File: config.mk
export PLATFORM = sky130hd
export DESIGN_NAME = flash_seq_top
export DESIGN_NICKNAME = d
export VERILOG_FILES = /design/src/hw/flash_seq_pkg.sv /design/src/hw/flash_seq_top.sv /design/src/hw/flash_seq_fifo.sv
export SDC_FILE = /design/constraint.sdc
export NUM_CORES = 2
export LEC_CHECK = 0
export BUFFER_PORTS_ARGS = -buffer_cell sky130_fd_sc_hd__buf_4
export CORE_MARGIN = 1
export CORE_UTILIZATION = 40
export DETAILED_ROUTE_END_ITERATION = 16
export SYNTH_ARGS = -nofsm -noshare
export SYNTH_HDL_FRONTEND = slang
export SYNTH_SLANG_ARGS = --single-unit
File: constraint.sdc
create_clock -name mclk_i -period 13.8 [get_ports mclk_i]
set_input_delay 0.69 -clock mclk_i [delete_from_list [all_inputs] [get_ports mclk_i]]
set_output_delay 0.69 -clock mclk_i [all_outputs]
set_load 0.005 [all_outputs]
File: src/hw/flash_seq_pkg.sv
package flash_seq_pkg;

  // Command opcodes
  localparam logic [7:0] WRITE_UNLOCK_OP           = 8'h06;
  localparam logic [7:0] BYTE_LOAD_OP              = 8'h02;
  localparam logic [7:0] WIDE_BYTE_LOAD_OP         = 8'h32;
  localparam logic [7:0] SMALL_REGION_CLEAR_OP     = 8'h20;
  localparam logic [7:0] LARGE_REGION_CLEAR_OP_32K = 8'h52;
  localparam logic [7:0] LARGE_REGION_CLEAR_OP_64K = 8'hd8;

  // Address layout
  localparam int          ADDR_W       = 24;
  localparam int          PAGE_W       = 8;
  localparam int          ROW_W        = ADDR_W - PAGE_W;
  localparam int          PAGE_BYTES   = 256;
  localparam logic [23:0] PAGE_MASK    = 24'h0000ff;
  localparam logic [23:0] SECTOR_MASK  = 24'h000fff;
  localparam logic [23:0] BLOCK32_MASK = 24'h007fff;
  localparam logic [23:0] BLOCK64_MASK = 24'h00ffff;
  localparam logic [1:0]  ADDR_BYTES_M1 = 2'h2;

  // Serial framing
  localparam logic [3:0] BITS_PER_BYTE = 4'h8;
  localparam logic [3:0] SINGLE_STEP   = 4'h1;
  localparam logic [3:0] QUAD_STEP     = 4'h4;

  // Region guard decode: low field n guards 2^(n-1) regions (none if 0), next bit picks bottom,
  // top bit picks 4KB units instead of 64KB units
  localparam int GUARD_CNT_W    = 3;
  localparam int GUARD_BOTTOM   = 3;
  localparam int GUARD_FINE     = 4;
  localparam int GUARD_FINE_LOG = 12;
  localparam int GUARD_WIDE_LOG = 16;

  // Timing
  localparam int CLK_PERIOD_NS       = 25;
  localparam int LOAD_CYCLE_TIME_NS  = 500000;
  localparam int SMALL_CLEAR_TIME_NS = 2000000;
  localparam int LARGE_CLEAR_TIME_NS = 4000000;
  localparam int LOAD_CYCLES  = (LOAD_CYCLE_TIME_NS + CLK_PERIOD_NS - 1) / CLK_PERIOD_NS;
  localparam int SMALL_CYCLES = (SMALL_CLEAR_TIME_NS + CLK_PERIOD_NS - 1) / CLK_PERIOD_NS;
  localparam int LARGE_CYCLES = (LARGE_CLEAR_TIME_NS + CLK_PERIOD_NS - 1) / CLK_PERIOD_NS;
  localparam int TIMER_W      = 24;

  // Write path buffering
  localparam int FIFO_DEPTH = 4;
  localparam int FIFO_W     = ADDR_W + 8;

  typedef enum logic [1:0] {
    PH_IDLE   = 2'b00,
    PH_OPCODE = 2'b01,
    PH_ADDR   = 2'b11,
    PH_DATA   = 2'b10
  } phase_e;

  typedef enum logic [1:0] {
    CLR_SECTOR  = 2'b00,
    CLR_BLOCK32 = 2'b01,
    CLR_BLOCK64 = 2'b10
  } clear_size_e;

  typedef struct packed {
    logic       cs_n;
    logic       sclk;
    logic [3:0] lanes;
  } link_pins_s;

  typedef struct packed {
    logic [ADDR_W-1:0] addr;
    logic [7:0]        data;
  } mem_write_s;

  typedef struct packed {
    logic [ADDR_W-1:0] base;
    clear_size_e       size;
  } clear_req_s;

  localparam link_pins_s LINK_IDLE = '{cs_n: 1'b1, sclk: 1'b0, lanes: 4'h0};

endpackage

File: src/hw/flash_seq_top.sv
// How it works
// - Bytes past the page end wrap to the first byte of the same page.
// - Over 256 data bytes: only the last 256 are programmed, same page.
// - Under 256 bytes: only received bytes are written, rest of page untouched.
// - Program runs only if select rises right after a whole data byte.
// - Select rise after a valid program starts the timed load cycle.
// - Busy flag is 1 during any timed cycle and 0 once it ends and all page writes have drained.
// - Write latch flag clears before each timed cycle completes.
// - Program to a guarded page is rejected, memory unchanged.
// - Four-lane program 32h is accepted only when quad lanes are allowed.
// - Four-lane program behaves like single-lane program in every other way.
// - Any address inside a sector or block selects that whole region.
// - Erase runs only if select rises right after the last address byte.
// - Valid sector erase starts the timed small clear cycle.
// - Erase of a guarded region does not execute.
// - Valid block erase of either size starts the timed large clear cycle.
`timescale 1ns/1ps
module flash_seq_top
  import flash_seq_pkg::*;
#(
  parameter int LOAD_CYCLE_CNT  = LOAD_CYCLES,
  parameter int SMALL_CLEAR_CNT = SMALL_CYCLES,
  parameter int LARGE_CLEAR_CNT = LARGE_CYCLES
)(
  input  wire logic        mclk_i,
  input  wire logic        nrst_i,
  input  wire logic        ce_i,
  input  wire link_pins_s  link_i,
  input  wire logic        quad_lane_allow_i,
  input  wire logic [4:0]  region_guard_bits_i,
  output mem_write_s       mem_wr_o,
  output logic             mem_wr_valid_o,
  input  wire logic        mem_wr_ready_i,
  output clear_req_s       clear_o,
  output logic             clear_valid_o,
  output logic             busy_status_flag_o,
  output logic             write_latch_flag_o
);

  // Guard decode: protected span is a prefix or suffix of the array
  function automatic logic guarded(input logic [ADDR_W-1:0] a, input logic [4:0] g);
    int   span_log;
    logic hit;
    span_log = (g[GUARD_FINE] ? GUARD_FINE_LOG : GUARD_WIDE_LOG)
               + int'(g[GUARD_CNT_W-1:0]) - 1;
    hit = (g[GUARD_CNT_W-1:0] != '0);
    for (int i = 0; i < ADDR_W; i++)
      if (i >= span_log && a[i] != !g[GUARD_BOTTOM])
        hit = 1'b0;
    return hit;
  endfunction

  // Pin synchronisers; the link clock is sampled, not used as a clock
  link_pins_s sync1_reg, sync2_reg, prev_reg;

  always_ff @(posedge mclk_i or negedge nrst_i)
  begin
    if (!nrst_i)
    begin
      sync1_reg <= LINK_IDLE;
      sync2_reg <= LINK_IDLE;
      prev_reg  <= LINK_IDLE;
    end
    else if (ce_i)
    begin
      sync1_reg <= link_i;
      sync2_reg <= sync1_reg;
      prev_reg  <= sync2_reg;
    end
  end

  logic sclk_rise, cs_rise, cs_fall;
  assign sclk_rise = sync2_reg.sclk && !prev_reg.sclk && !sync2_reg.cs_n;
  assign cs_rise   = sync2_reg.cs_n && !prev_reg.cs_n;
  assign cs_fall   = !sync2_reg.cs_n && prev_reg.cs_n;

  // Command parser state
  phase_e            phase_reg, phase_next;
  logic [7:0]        op_reg, op_next;
  logic [7:0]        shift_reg, shift_next;
  logic [3:0]        bits_reg, bits_next;
  logic [ADDR_W-1:0] addr_reg, addr_next;
  logic [1:0]        acnt_reg, acnt_next;
  logic [PAGE_W-1:0] col_reg, col_next;
  logic              seen_reg, seen_next;
  logic              quad_reg, quad_next;
  logic              buf_we, vld_clr;

  // Timed cycle state
  logic               busy_reg, busy_next;
  logic               wlatch_reg, wlatch_next;
  logic [TIMER_W-1:0] timer_reg, timer_next;
  logic               walk_reg, walk_next;
  logic [PAGE_W-1:0]  widx_reg, widx_next;
  logic [ROW_W-1:0]   row_reg, row_next;
  clear_req_s         clear_reg, clear_next;
  logic               cvalid_reg, cvalid_next;

  // Page buffer and per-byte valid marks
  logic [7:0]            pbuf [PAGE_BYTES];
  logic [PAGE_BYTES-1:0] pvld_reg;

  logic [3:0]        step;
  logic [3:0]        bits_sum;
  logic [7:0]        shifted;
  logic              is_prog, is_clear, prog_go, clear_go, unlock_go, start;
  logic              prot;
  logic [ADDR_W-1:0] rmask;
  clear_size_e       csize;
  logic              push_valid, push_ready;

  assign step     = (quad_reg && phase_reg != PH_OPCODE) ? QUAD_STEP : SINGLE_STEP;
  assign shifted  = (step == QUAD_STEP) ? {shift_reg[3:0], sync2_reg.lanes}
                                        : {shift_reg[6:0], sync2_reg.lanes[0]};
  assign bits_sum = bits_reg + step;

  always_comb
  begin
    phase_next = phase_reg;
    op_next    = op_reg;
    shift_next = shift_reg;
    bits_next  = bits_reg;
    addr_next  = addr_reg;
    acnt_next  = acnt_reg;
    col_next   = col_reg;
    seen_next  = seen_reg;
    quad_next  = quad_reg;
    buf_we     = 1'b0;
    vld_clr    = 1'b0;
    if (cs_fall)
    begin
      phase_next = PH_OPCODE;
      bits_next  = '0;
      acnt_next  = '0;
      seen_next  = 1'b0;
      quad_next  = 1'b0;
      vld_clr    = !busy_reg;
    end
    else if (cs_rise)
      phase_next = PH_IDLE;
    else if (sclk_rise && phase_reg != PH_IDLE)
    begin
      shift_next = shifted;
      bits_next  = bits_sum;
      if (bits_sum == BITS_PER_BYTE)
      begin
        bits_next = '0;
        case (phase_reg)
          PH_OPCODE:
          begin
            op_next    = shifted;
            quad_next  = (shifted == WIDE_BYTE_LOAD_OP);
            phase_next = PH_ADDR;
          end
          PH_ADDR:
          begin
            addr_next = {addr_reg[ADDR_W-9:0], shifted};
            acnt_next = acnt_reg + 2'h1;
            if (acnt_reg == ADDR_BYTES_M1)
            begin
              phase_next = PH_DATA;
              col_next   = shifted;
            end
          end
          PH_DATA:
          begin
            buf_we    = !busy_reg;
            col_next  = col_reg + 8'h01;
            seen_next = 1'b1;
          end
          default: phase_next = PH_IDLE;
        endcase
      end
    end
  end

  // Command qualification at the select rise
  always_comb
  begin
    is_prog  = (op_reg == BYTE_LOAD_OP) || (op_reg == WIDE_BYTE_LOAD_OP);
    is_clear = (op_reg == SMALL_REGION_CLEAR_OP) || (op_reg == LARGE_REGION_CLEAR_OP_32K)
               || (op_reg == LARGE_REGION_CLEAR_OP_64K);
    case (op_reg)
      SMALL_REGION_CLEAR_OP:     csize = CLR_SECTOR;
      LARGE_REGION_CLEAR_OP_32K: csize = CLR_BLOCK32;
      default:                   csize = CLR_BLOCK64;
    endcase
    if (is_prog)
      rmask = PAGE_MASK;
    else if (csize == CLR_SECTOR)
      rmask = SECTOR_MASK;
    else if (csize == CLR_BLOCK32)
      rmask = BLOCK32_MASK;
    else
      rmask = BLOCK64_MASK;
    prot = guarded(addr_reg & ~rmask, region_guard_bits_i)
           || guarded(addr_reg | rmask, region_guard_bits_i);
    prog_go = cs_rise && is_prog && phase_reg == PH_DATA && bits_reg == '0 && seen_reg
              && !busy_reg && wlatch_reg && !prot
              && (!quad_reg || quad_lane_allow_i);
    clear_go = cs_rise && is_clear && phase_reg == PH_DATA && bits_reg == '0 && !seen_reg
               && !busy_reg && wlatch_reg && !prot;
    unlock_go = cs_rise && op_reg == WRITE_UNLOCK_OP && phase_reg == PH_ADDR
                && acnt_reg == '0 && bits_reg == '0 && !busy_reg;
    start = prog_go || clear_go;
  end

  assign push_valid = walk_reg && pvld_reg[widx_reg];

  always_comb
  begin
    busy_next   = busy_reg;
    wlatch_next = wlatch_reg;
    timer_next  = timer_reg;
    walk_next   = walk_reg;
    widx_next   = widx_reg;
    row_next    = row_reg;
    clear_next  = clear_reg;
    cvalid_next = 1'b0;
    if (unlock_go)
      wlatch_next = 1'b1;
    if (start)
    begin
      busy_next   = 1'b1;
      wlatch_next = 1'b0;
      walk_next   = prog_go;
      widx_next   = '0;
      row_next    = addr_reg[ADDR_W-1:PAGE_W];
      if (prog_go)
        timer_next = TIMER_W'(LOAD_CYCLE_CNT - 1);
      else if (csize == CLR_SECTOR)
        timer_next = TIMER_W'(SMALL_CLEAR_CNT - 1);
      else
        timer_next = TIMER_W'(LARGE_CLEAR_CNT - 1);
      cvalid_next = clear_go;
      clear_next  = '{base: addr_reg & ~rmask, size: csize};
    end
    else if (busy_reg)
    begin
      // Busy lasts for the timed cycle or until the page is drained, whichever is later
      if (timer_reg != '0)
        timer_next = timer_reg - 24'h000001;
      else if (!walk_reg && !mem_wr_valid_o)
        busy_next = 1'b0;
      if (walk_reg && (!pvld_reg[widx_reg] || push_ready))
      begin
        widx_next = widx_reg + 8'h01;
        if (widx_reg == 8'hff)
          walk_next = 1'b0;
      end
    end
  end

  always_ff @(posedge mclk_i or negedge nrst_i)
  begin
    if (!nrst_i)
    begin
      phase_reg  <= PH_IDLE;
      op_reg     <= '0;
      shift_reg  <= '0;
      bits_reg   <= '0;
      addr_reg   <= '0;
      acnt_reg   <= '0;
      col_reg    <= '0;
      seen_reg   <= 1'b0;
      quad_reg   <= 1'b0;
      busy_reg   <= 1'b0;
      wlatch_reg <= 1'b0;
      timer_reg  <= '0;
      walk_reg   <= 1'b0;
      widx_reg   <= '0;
      row_reg    <= '0;
      clear_reg  <= '0;
      cvalid_reg <= 1'b0;
      pvld_reg   <= '0;
    end
    else if (ce_i)
    begin
      phase_reg  <= phase_next;
      op_reg     <= op_next;
      shift_reg  <= shift_next;
      bits_reg   <= bits_next;
      addr_reg   <= addr_next;
      acnt_reg   <= acnt_next;
      col_reg    <= col_next;
      seen_reg   <= seen_next;
      quad_reg   <= quad_next;
      busy_reg   <= busy_next;
      wlatch_reg <= wlatch_next;
      timer_reg  <= timer_next;
      walk_reg   <= walk_next;
      widx_reg   <= widx_next;
      row_reg    <= row_next;
      clear_reg  <= clear_next;
      cvalid_reg <= cvalid_next;
      if (vld_clr)
        pvld_reg <= '0;
      else if (buf_we)
        pvld_reg[col_reg] <= 1'b1;
    end
  end

  // Data storage needs no reset; only the valid marks decide what is written
  always_ff @(posedge mclk_i)
  begin
    if (ce_i && buf_we)
      pbuf[col_reg] <= shift_next;
  end

  flash_seq_fifo #(
    .W     (FIFO_W),
    .DEPTH (FIFO_DEPTH)
  ) u_wr_fifo (
    .mclk_i      (mclk_i),
    .nrst_i      (nrst_i),
    .ce_i        (ce_i),
    .in_data_i   ({row_reg, widx_reg, pbuf[widx_reg]}),
    .in_valid_i  (push_valid),
    .in_ready_o  (push_ready),
    .out_data_o  (mem_wr_o),
    .out_valid_o (mem_wr_valid_o),
    .out_ready_i (mem_wr_ready_i)
  );

  assign clear_o            = clear_reg;
  assign clear_valid_o      = cvalid_reg;
  assign busy_status_flag_o = busy_reg;
  assign write_latch_flag_o = wlatch_reg;
endmodule

File: src/hw/flash_seq_fifo.sv
`timescale 1ns/1ps
module flash_seq_fifo
  import flash_seq_pkg::*;
#(
  parameter int W     = FIFO_W,
  parameter int DEPTH = FIFO_DEPTH
)(
  input  wire logic         mclk_i,
  input  wire logic         nrst_i,
  input  wire logic         ce_i,
  input  wire logic [W-1:0] in_data_i,
  input  wire logic         in_valid_i,
  output logic              in_ready_o,
  output logic [W-1:0]      out_data_o,
  output logic              out_valid_o,
  input  wire logic         out_ready_i
);

  // Shift structure keeps the head in a fixed flop, so the outputs are registered
  logic [W-1:0]     data_reg [DEPTH];
  logic [W-1:0]     data_next [DEPTH];
  logic [DEPTH-1:0] vld_reg;
  logic [DEPTH-1:0] vld_next;
  logic             placed;

  assign in_ready_o  = !vld_reg[DEPTH-1];
  assign out_data_o  = data_reg[0];
  assign out_valid_o = vld_reg[0];

  always_comb
  begin
    placed   = 1'b0;
    vld_next = vld_reg;
    for (int i = 0; i < DEPTH; i++)
      data_next[i] = data_reg[i];
    if (out_ready_i && vld_reg[0])
    begin
      for (int i = 0; i < DEPTH - 1; i++)
      begin
        data_next[i] = data_reg[i+1];
        vld_next[i]  = vld_reg[i+1];
      end
      vld_next[DEPTH-1] = 1'b0;
    end
    for (int i = 0; i < DEPTH; i++)
    begin
      if (in_valid_i && in_ready_o && !placed && !vld_next[i])
      begin
        data_next[i] = in_data_i;
        vld_next[i]  = 1'b1;
        placed       = 1'b1;
      end
    end
  end

  always_ff @(posedge mclk_i or negedge nrst_i)
  begin
    if (!nrst_i)
    begin
      vld_reg <= '0;
      for (int i = 0; i < DEPTH; i++)
        data_reg[i] <= '0;
    end
    else if (ce_i)
    begin
      vld_reg <= vld_next;
      for (int i = 0; i < DEPTH; i++)
        data_reg[i] <= data_next[i];
    end
  end

endmodule

# After elaboration in Yosys (flattened, before gate mapping)
# Memories as Yosys holds them, arrays and structs flattened.
# Cells that the tools add are included.
# totals
register_bits	538
ramBits	2048
in_bits	16
output_inout_bits	62
word_cells	426
n_memories	1
# classes
n_addsub	7
order_cmp	27
eq_ne	68
n_mux	130
n_bitwise	6
n_reduce_logical	155
# memory_table
memory	depth	word_bits	rd	rd_clocked_by_memory_dff	write_ports	line_no	source
pbuf	256	8	1	0	1	flash_seq_top.sv:100	logic [7:0] pbuf [PAGE_BYTES];
# ops
cell	count
$mux W256	2
$or A256 B256 Y256	1
$mux W32	3
$mux W96	1
$logic_and A1 B1 Y1	88
$mux W1	86
$mux W24	3
$mux W8	8
$ge A5 B7 Y1 const A	8
$ge A6 B7 Y1 const A	8
$mux W16	3
$ne A1 B1 Y1	48
$mux W18	2
$reduce_bool A2 Y1	16
$ge A4 B7 Y1 const A	4
$and A24 B24 Y24	1
$eq A8 B6 Y1 const B	3
$not A24 Y24	1
$or A24 B24 Y24	1
$reduce_bool A24 Y1	1
$sub A24 B1 Y24 const B	1
$mux W2	10
$mux W4	5
$reduce_and A5 Y1	4
other kinds (40)	85

# Logic depth before layout (Yosys ltp)
# logic_depth
word_depth	41
mapped_depth	17
depth_no_buf	13

# Hierarchy
# Synthesis repeated with hierarchy kept, for this count alone.
# unflattened
cells_unflattened	5283
hier_area_um2	102982.5
# modules_own_cells
mod	instances	cells_each	area_per_inst_um2	seq_area_each_um2
flash_seq_top	1	4762	96839.1	71262.1
flash_seq_fifo	1	521	6143.4	3303.2

# Worst setup path after synthesis
# Ideal clock, no wire load.
# synth_path
kind	reg2reg
startpoint	register sync2_reg[5] in the netlist's numbering
endpoint	memory pbuf[0][6], data pin
setup_ns	2.190
t_arrival_ns	11.398
required_ns	11.610
setup_slack_ns	0.212
stages_incl_launch_ff	9
n_path_buf	3
synth_period_minus_slack_ns	13.588
path_cell_list	dfstp_2 inv_1 ha_1 clkbuf_1 nor2_1 nand2b_1 clkbuf_1 clkbuf_1 o21ai_0
# synth_between
elab_chain_cells	6
elab_cells_between_ends	8
cone_classes	3 x mux; 5 x reduce/logical
# synth_rtl
item	line_no	source
start, declared	flash_seq_top.sv:54	link_pins_s sync1_reg, sync2_reg, prev_reg;
start signal, assigned	flash_seq_top.sv:67	sync2_reg <= sync1_reg;
$logic_not A1 Y1	flash_seq_top.sv:73, flash_seq_top.sv:75	
$logic_and A1 B1 Y1	flash_seq_top.sv:73	assign sclk_rise = sync2_reg.sclk && !prev_reg.sclk && !sync2_reg.cs_n;
$logic_and A1 B1 Y1	flash_seq_top.sv:141	else if (sclk_rise && phase_reg != PH_IDLE)
$mux W8	flash_seq_top.sv:141	
$mux W8	flash_seq_top.sv:139	else if (cs_rise)
$mux W8 (*)	flash_seq_top.sv:130	if (cs_fall)
net shift_next[6]	flash_seq_top.sv:80	logic [7:0] shift_reg, shift_next;
end, declared	flash_seq_top.sv:100	
# Mark *: on every way through the listed nets, which the timed path passes. The rest lies on a longest branch.

# Worst setup path in the final report
# layout_path
startpoint	register widx_reg[0]
endpoint	register u_wr_fifo.data_reg[63] in the netlist's numbering
# layout_between
elab_chain_cells	15
elab_cells_between_ends	16
cone_classes	5 x mux; 11 x reduce/logical
# layout_rtl
item	line_no	source
start, declared	flash_seq_top.sv:94	logic [PAGE_W-1:0] widx_reg, widx_next;
start signal, assigned	flash_seq_top.sv:292	widx_reg <= widx_next;
$bmux W1 S8 (*)	flash_seq_top.sv:208	assign push_valid = walk_reg && pvld_reg[widx_reg];
$mux W1 (not written as such) (*)	flash_seq_top.sv:208	
$logic_and A1 B1 Y1 (*)	flash_seq_top.sv:208	
$logic_and A1 B1 Y1 (*)	flash_seq_fifo.sv:47	if (in_valid_i && in_ready_o && !placed && !vld_next[i])
$logic_and A1 B1 Y1	flash_seq_fifo.sv:47	
$mux W1	flash_seq_fifo.sv:47	
$logic_not A1 Y1	flash_seq_fifo.sv:47	
$logic_and A1 B1 Y1 (2 in series)	flash_seq_fifo.sv:47	
$mux W1	flash_seq_fifo.sv:47	
$logic_not A1 Y1	flash_seq_fifo.sv:47	
$logic_and A1 B1 Y1 (*) (2 in series)	flash_seq_fifo.sv:47	
$reduce_bool A2 Y1 (no source line)	--	
$reduce_and A2 Y1 (no source line)	--	
end signal, assigned by index	flash_seq_fifo.sv:68	data_reg[i] <= data_next[i];
end, declared	flash_seq_fifo.sv:20	logic [W-1:0] data_reg [DEPTH];
# Every way passes the cells marked *; elsewhere a longest branch is shown, timed or not. The select of a mux whose other input is x is not followed.
# A chain may end at the register's enable or synchronous reset.

==> insert_results.sql <==
INSERT INTO impl_metrics (metric_group, metric, value, unit) VALUES
('run_status', 'result_of_the_run', 'finished clean', ''),
('clocking', 'clkLatencyLatePin', '970', 'ps'),
('clocking', 'htree_num_levels', '5', ''),
('logic_synthesis', 'synth_largest_type_area_fraction', '59.3', '%'),
('sta', 'slew_headroom', '6.87', '%'),
('grt', 'first_pass_grt_wire_length', '423000', 'um'),
('die', 'fp.coreArea', '0.257', 'mm2'),
('clocking', 'cts.clk_slew.worst_paths', '60', 'ps'),
('final_layout', 'largest_register_ff_count', '2048', ''),
('power_and_ir_drop', 'pwr-share-comb', '8.3', '%'),
('logic_synthesis', 'syn_inst', '5800', ''),
('power_and_ir_drop', 'leakage', '39.0', 'nW'),
('final_layout', 'fraction_of_final_layout_cells_sized_beyond_drive_strength_1', '21.2', '%'),
('logic_synthesis', 'number_of_flops_mapped_to_enable_cells_by_yosys', '2048', ''),
('power_and_ir_drop', 'vdd_ir_drop_max', '0.000308', 'V'),
('clocking', 'clock_tree.buffer_depth', '4', ''),
('worst_setup_path', 'crit_path_max_fanout', '82', ''),
('route', 'totalWireLength', '295000', 'um'),
('place', 'placedInstanceArea', '0.108', 'mm2'),
('sta', 'finalSetupViolations', '0', ''),
('die', 'boundaryPins', '78', ''),
('flow_run', 'number_of_max_capacitance_violations_reported', '0', ''),
('final_layout', 'num-fill-cells', '21800', ''),
('power_and_ir_drop', 'p_sw', '4.42', 'mW'),
('die', 'floorplan.initialDensity', '40.3', '%'),
('place', 'dpl.cell_count', '8984', ''),
('logic_synthesis', 'post_synth.cell_area_avg', '17.9', 'um2'),
('logic_synthesis', 'yosys_synthesis_warning_count', '0', ''),
('logic_synthesis', 'synth_common_cells', 'edfxtp_1 (2048), mux4_2 (568), dfrtp_1 (519), nor2_1 (422)', ''),
('route', 'm1WireLength', '120000', 'um'),
('logic_synthesis', 'synth_cell_type_count', '100', ''),
('final_layout', 'layout.cell_area.non_filler', '0.116', 'mm2'),
('final_layout', 'fin_cells', '9507', ''),
('logic_synthesis', 'asyncSetResetFlopFracSynth', '20.3', '%'),
('die', 'die_h', '511', 'um'),
('clocking', 'cts-root-buf', 'clkbuf_16', ''),
('final_layout', 'areaGrowthSynthToFinish', '12.3', '%'),
('worst_setup_path', 'setup.worst_path.end_class', 'register', ''),
('route', 'top_signal_layer_used', 'met5', ''),
('place', 'place_hpwl', '176000', 'um'),
('route', 'routed_length_per_instance', '31.1', 'um'),
('clocking', 'post_cts_hold_buffer_count', '7', ''),
('die', 'die_width', '511', 'um'),
('final_layout', 'layout.nets', '5934', ''),
('route', 'vias_per_cell', '6.04', ''),
('sta', 'achievable-frequency', '149', 'MHz'),
('clocking', 'cts-buffers-inserted', '289', ''),
('die', 'floorplan.rows', '186', ''),
('clocking', 'postCtsSetupRepairBufs', '0', ''),
('grt', 'track_usage', '22.4', '%'),
('logic_synthesis', 'synth.yosys.seq_area_share', '71.9', '%'),
('sta', 'hold_viol_final', '0', ''),
('sta', 'finalCritPeriodShare', '48.6', '%'),
('logic_synthesis', 'synth.most_common_cell', 'edfxtp_1', ''),
('hold_path', 'holdCritPathClass', 'in2reg', ''),
('power_and_ir_drop', 'cellPowerDensity', '157', 'mW/mm2'),
('sta', 'fin_tns_setup', '0', 'ps'),
('die', 'design.die.area', '0.261', 'mm2'),
('sta', 'grt_setup_unrepaired', 'no', ''),
('final_layout', 'regArea', '0.0746', 'mm2'),
('worst_setup_path', 'crit_required', '14550', 'ps'),
('place', 'finalWeightedCongestion', '0.858', ''),
('worst_setup_path', 'crit_type', 'reg2reg', ''),
('route', 'met3_wirelength', '25800', 'um'),
('sta', 'finalCriticalPeriod', '6710', 'ps'),
('route', 'drc_errors', '0', ''),
('sta', 'final-max-slew-violation-count', '0', ''),
('clocking', 'cells_resized_by_post_cts_repair', '0', ''),
('grt', 'grt-ovfl-total', '0', ''),
('grt', 'grt_max_degree', '224', ''),
('route', 'drt_pre_antenna_iters', '8', '');
per-layer routing:
layer	vias to the layer above	global-route usage, %
met4	12	8.14
met1	30700	30.9
met3	564	4.78
met2	2824	35.0
met5	-	0
li1	23300	-
critical path, stage by stage (launching register included):
cell      delay (ps)
dfrtp_4          880
buf_12           560
buf_4            820
mux4_2           360
a22oi_1          120
a21oi_1          390
nor4_1           160
a21oi_1          980
nor2_1           250
or3_1            820
a21oi_4          780
o221ai_1         190
worst paths after layout:
path / from / to / slack [ps] / cells after the start
worst max-delay path: widx_reg[0]$_DFFE_PN0P_ / u_wr_fifo.data_reg[63]$_DFFE_PN0P_ / 7090 / 11
min in group asynchronous: nrst_i / timer_reg[22]$_DFFE_PN0P_ / 340 / 2
max in group asynchronous: nrst_i / pvld_reg[107]$_DFFE_PN0P_ / 10410 / 5
worst min-delay path: link_i[1] / sync1_reg[1]$_DFFE_PN0P_ / 60 / 2
worst min register to register: clear_o[10]$_DFFE_PN0P_ / clear_o[10]$_DFFE_PN0P_ / 470 / 2
worst max register to register: widx_reg[0]$_DFFE_PN0P_ / u_wr_fifo.data_reg[63]$_DFFE_PN0P_ / 7090 / 11
cell type report:
type	count	share of cell area [%]
clock inverters	102	0.696
flip-flops and latches	2570	64.1
repair buffers	207	1.52
well taps	3384	3.64
clock buffers	401	6.83
multi-input cells	2752	22.9
inverters	78	0.256
diodes	13	0.0280
stage by stage:
| step | util [%] | hold WS (ps) | worst slack (ps) | power, mW |
|---|---|---|---|---|
| 5_1_grt | 45.2 | 27.9 | 6790 | 18.7 |
| 3_3_place_gp | 41.8 | 456 | 7190 | 11.1 |
| 3_5_place_dp | 41.8 | 460 | 7120 | 11.2 |
| 4_1_cts | 45.2 | 1.99 | 7150 | 18.3 |
| 6_report | 45.3 | 55.7 | 7090 | 18.2 |
| 2_1_floorplan | - | 394 | 212 | 11.0 |
cells by family after synthesis:
family | Yosys count | share of synthesized area, %
other | 1 | 0.00362
AO/OA/AOI/OAI | 929 | 6.32
XOR/XNOR | 22 | 0.186
buffers and inverters | 485 | 2.50
AND/OR/NAND/NOR | 989 | 4.26
multiplexers | 784 | 14.5
flip-flops | 2570 | 71.9
adder cells (fa/ha/maj) | 20 | 0.256
power groups by stage:
| stage | sequential [mW] | combinational [mW] | clock [mW] |
|---|---|---|---|
| after floorplan | 10.3 | 0.694 | 0 |
| after global placement | 9.64 | 1.45 | 0 |
| after detailed placement | 9.64 | 1.53 | 0 |
| after CTS | 9.48 | 1.53 | 7.33 |
| after global routing | 9.49 | 1.62 | 7.61 |
| final | 9.49 | 1.51 | 7.23 |
cell usage in the layout, fill, tap and decap left out, types with 17 or more instances in the layout:
cell	n
clkbuf_16	294
inv_1	74
and3_1	18
nor2_1	419
a2bb2oi_1	26
a21oi_1	145
nor2b_1	19
a31oi_1	31
nor3_1	50
o21a_1	257
a22oi_1	90
a221oi_1	17
clkinv_2	34
o22ai_1	64
nand3_1	95
mux2_2	81
clkbuf_1	88
a211oi_1	21
o221ai_1	32
clkinv_1	40
nand4_1	20
mux2i_1	134
clkbuf_8	19
dfrtp_1	512
o21ai_0	86
mux4_2	568
ha_1	18
buf_4	183
edfxtp_1	2048
nand2_1	254
(Power assumes the default switching activity.)
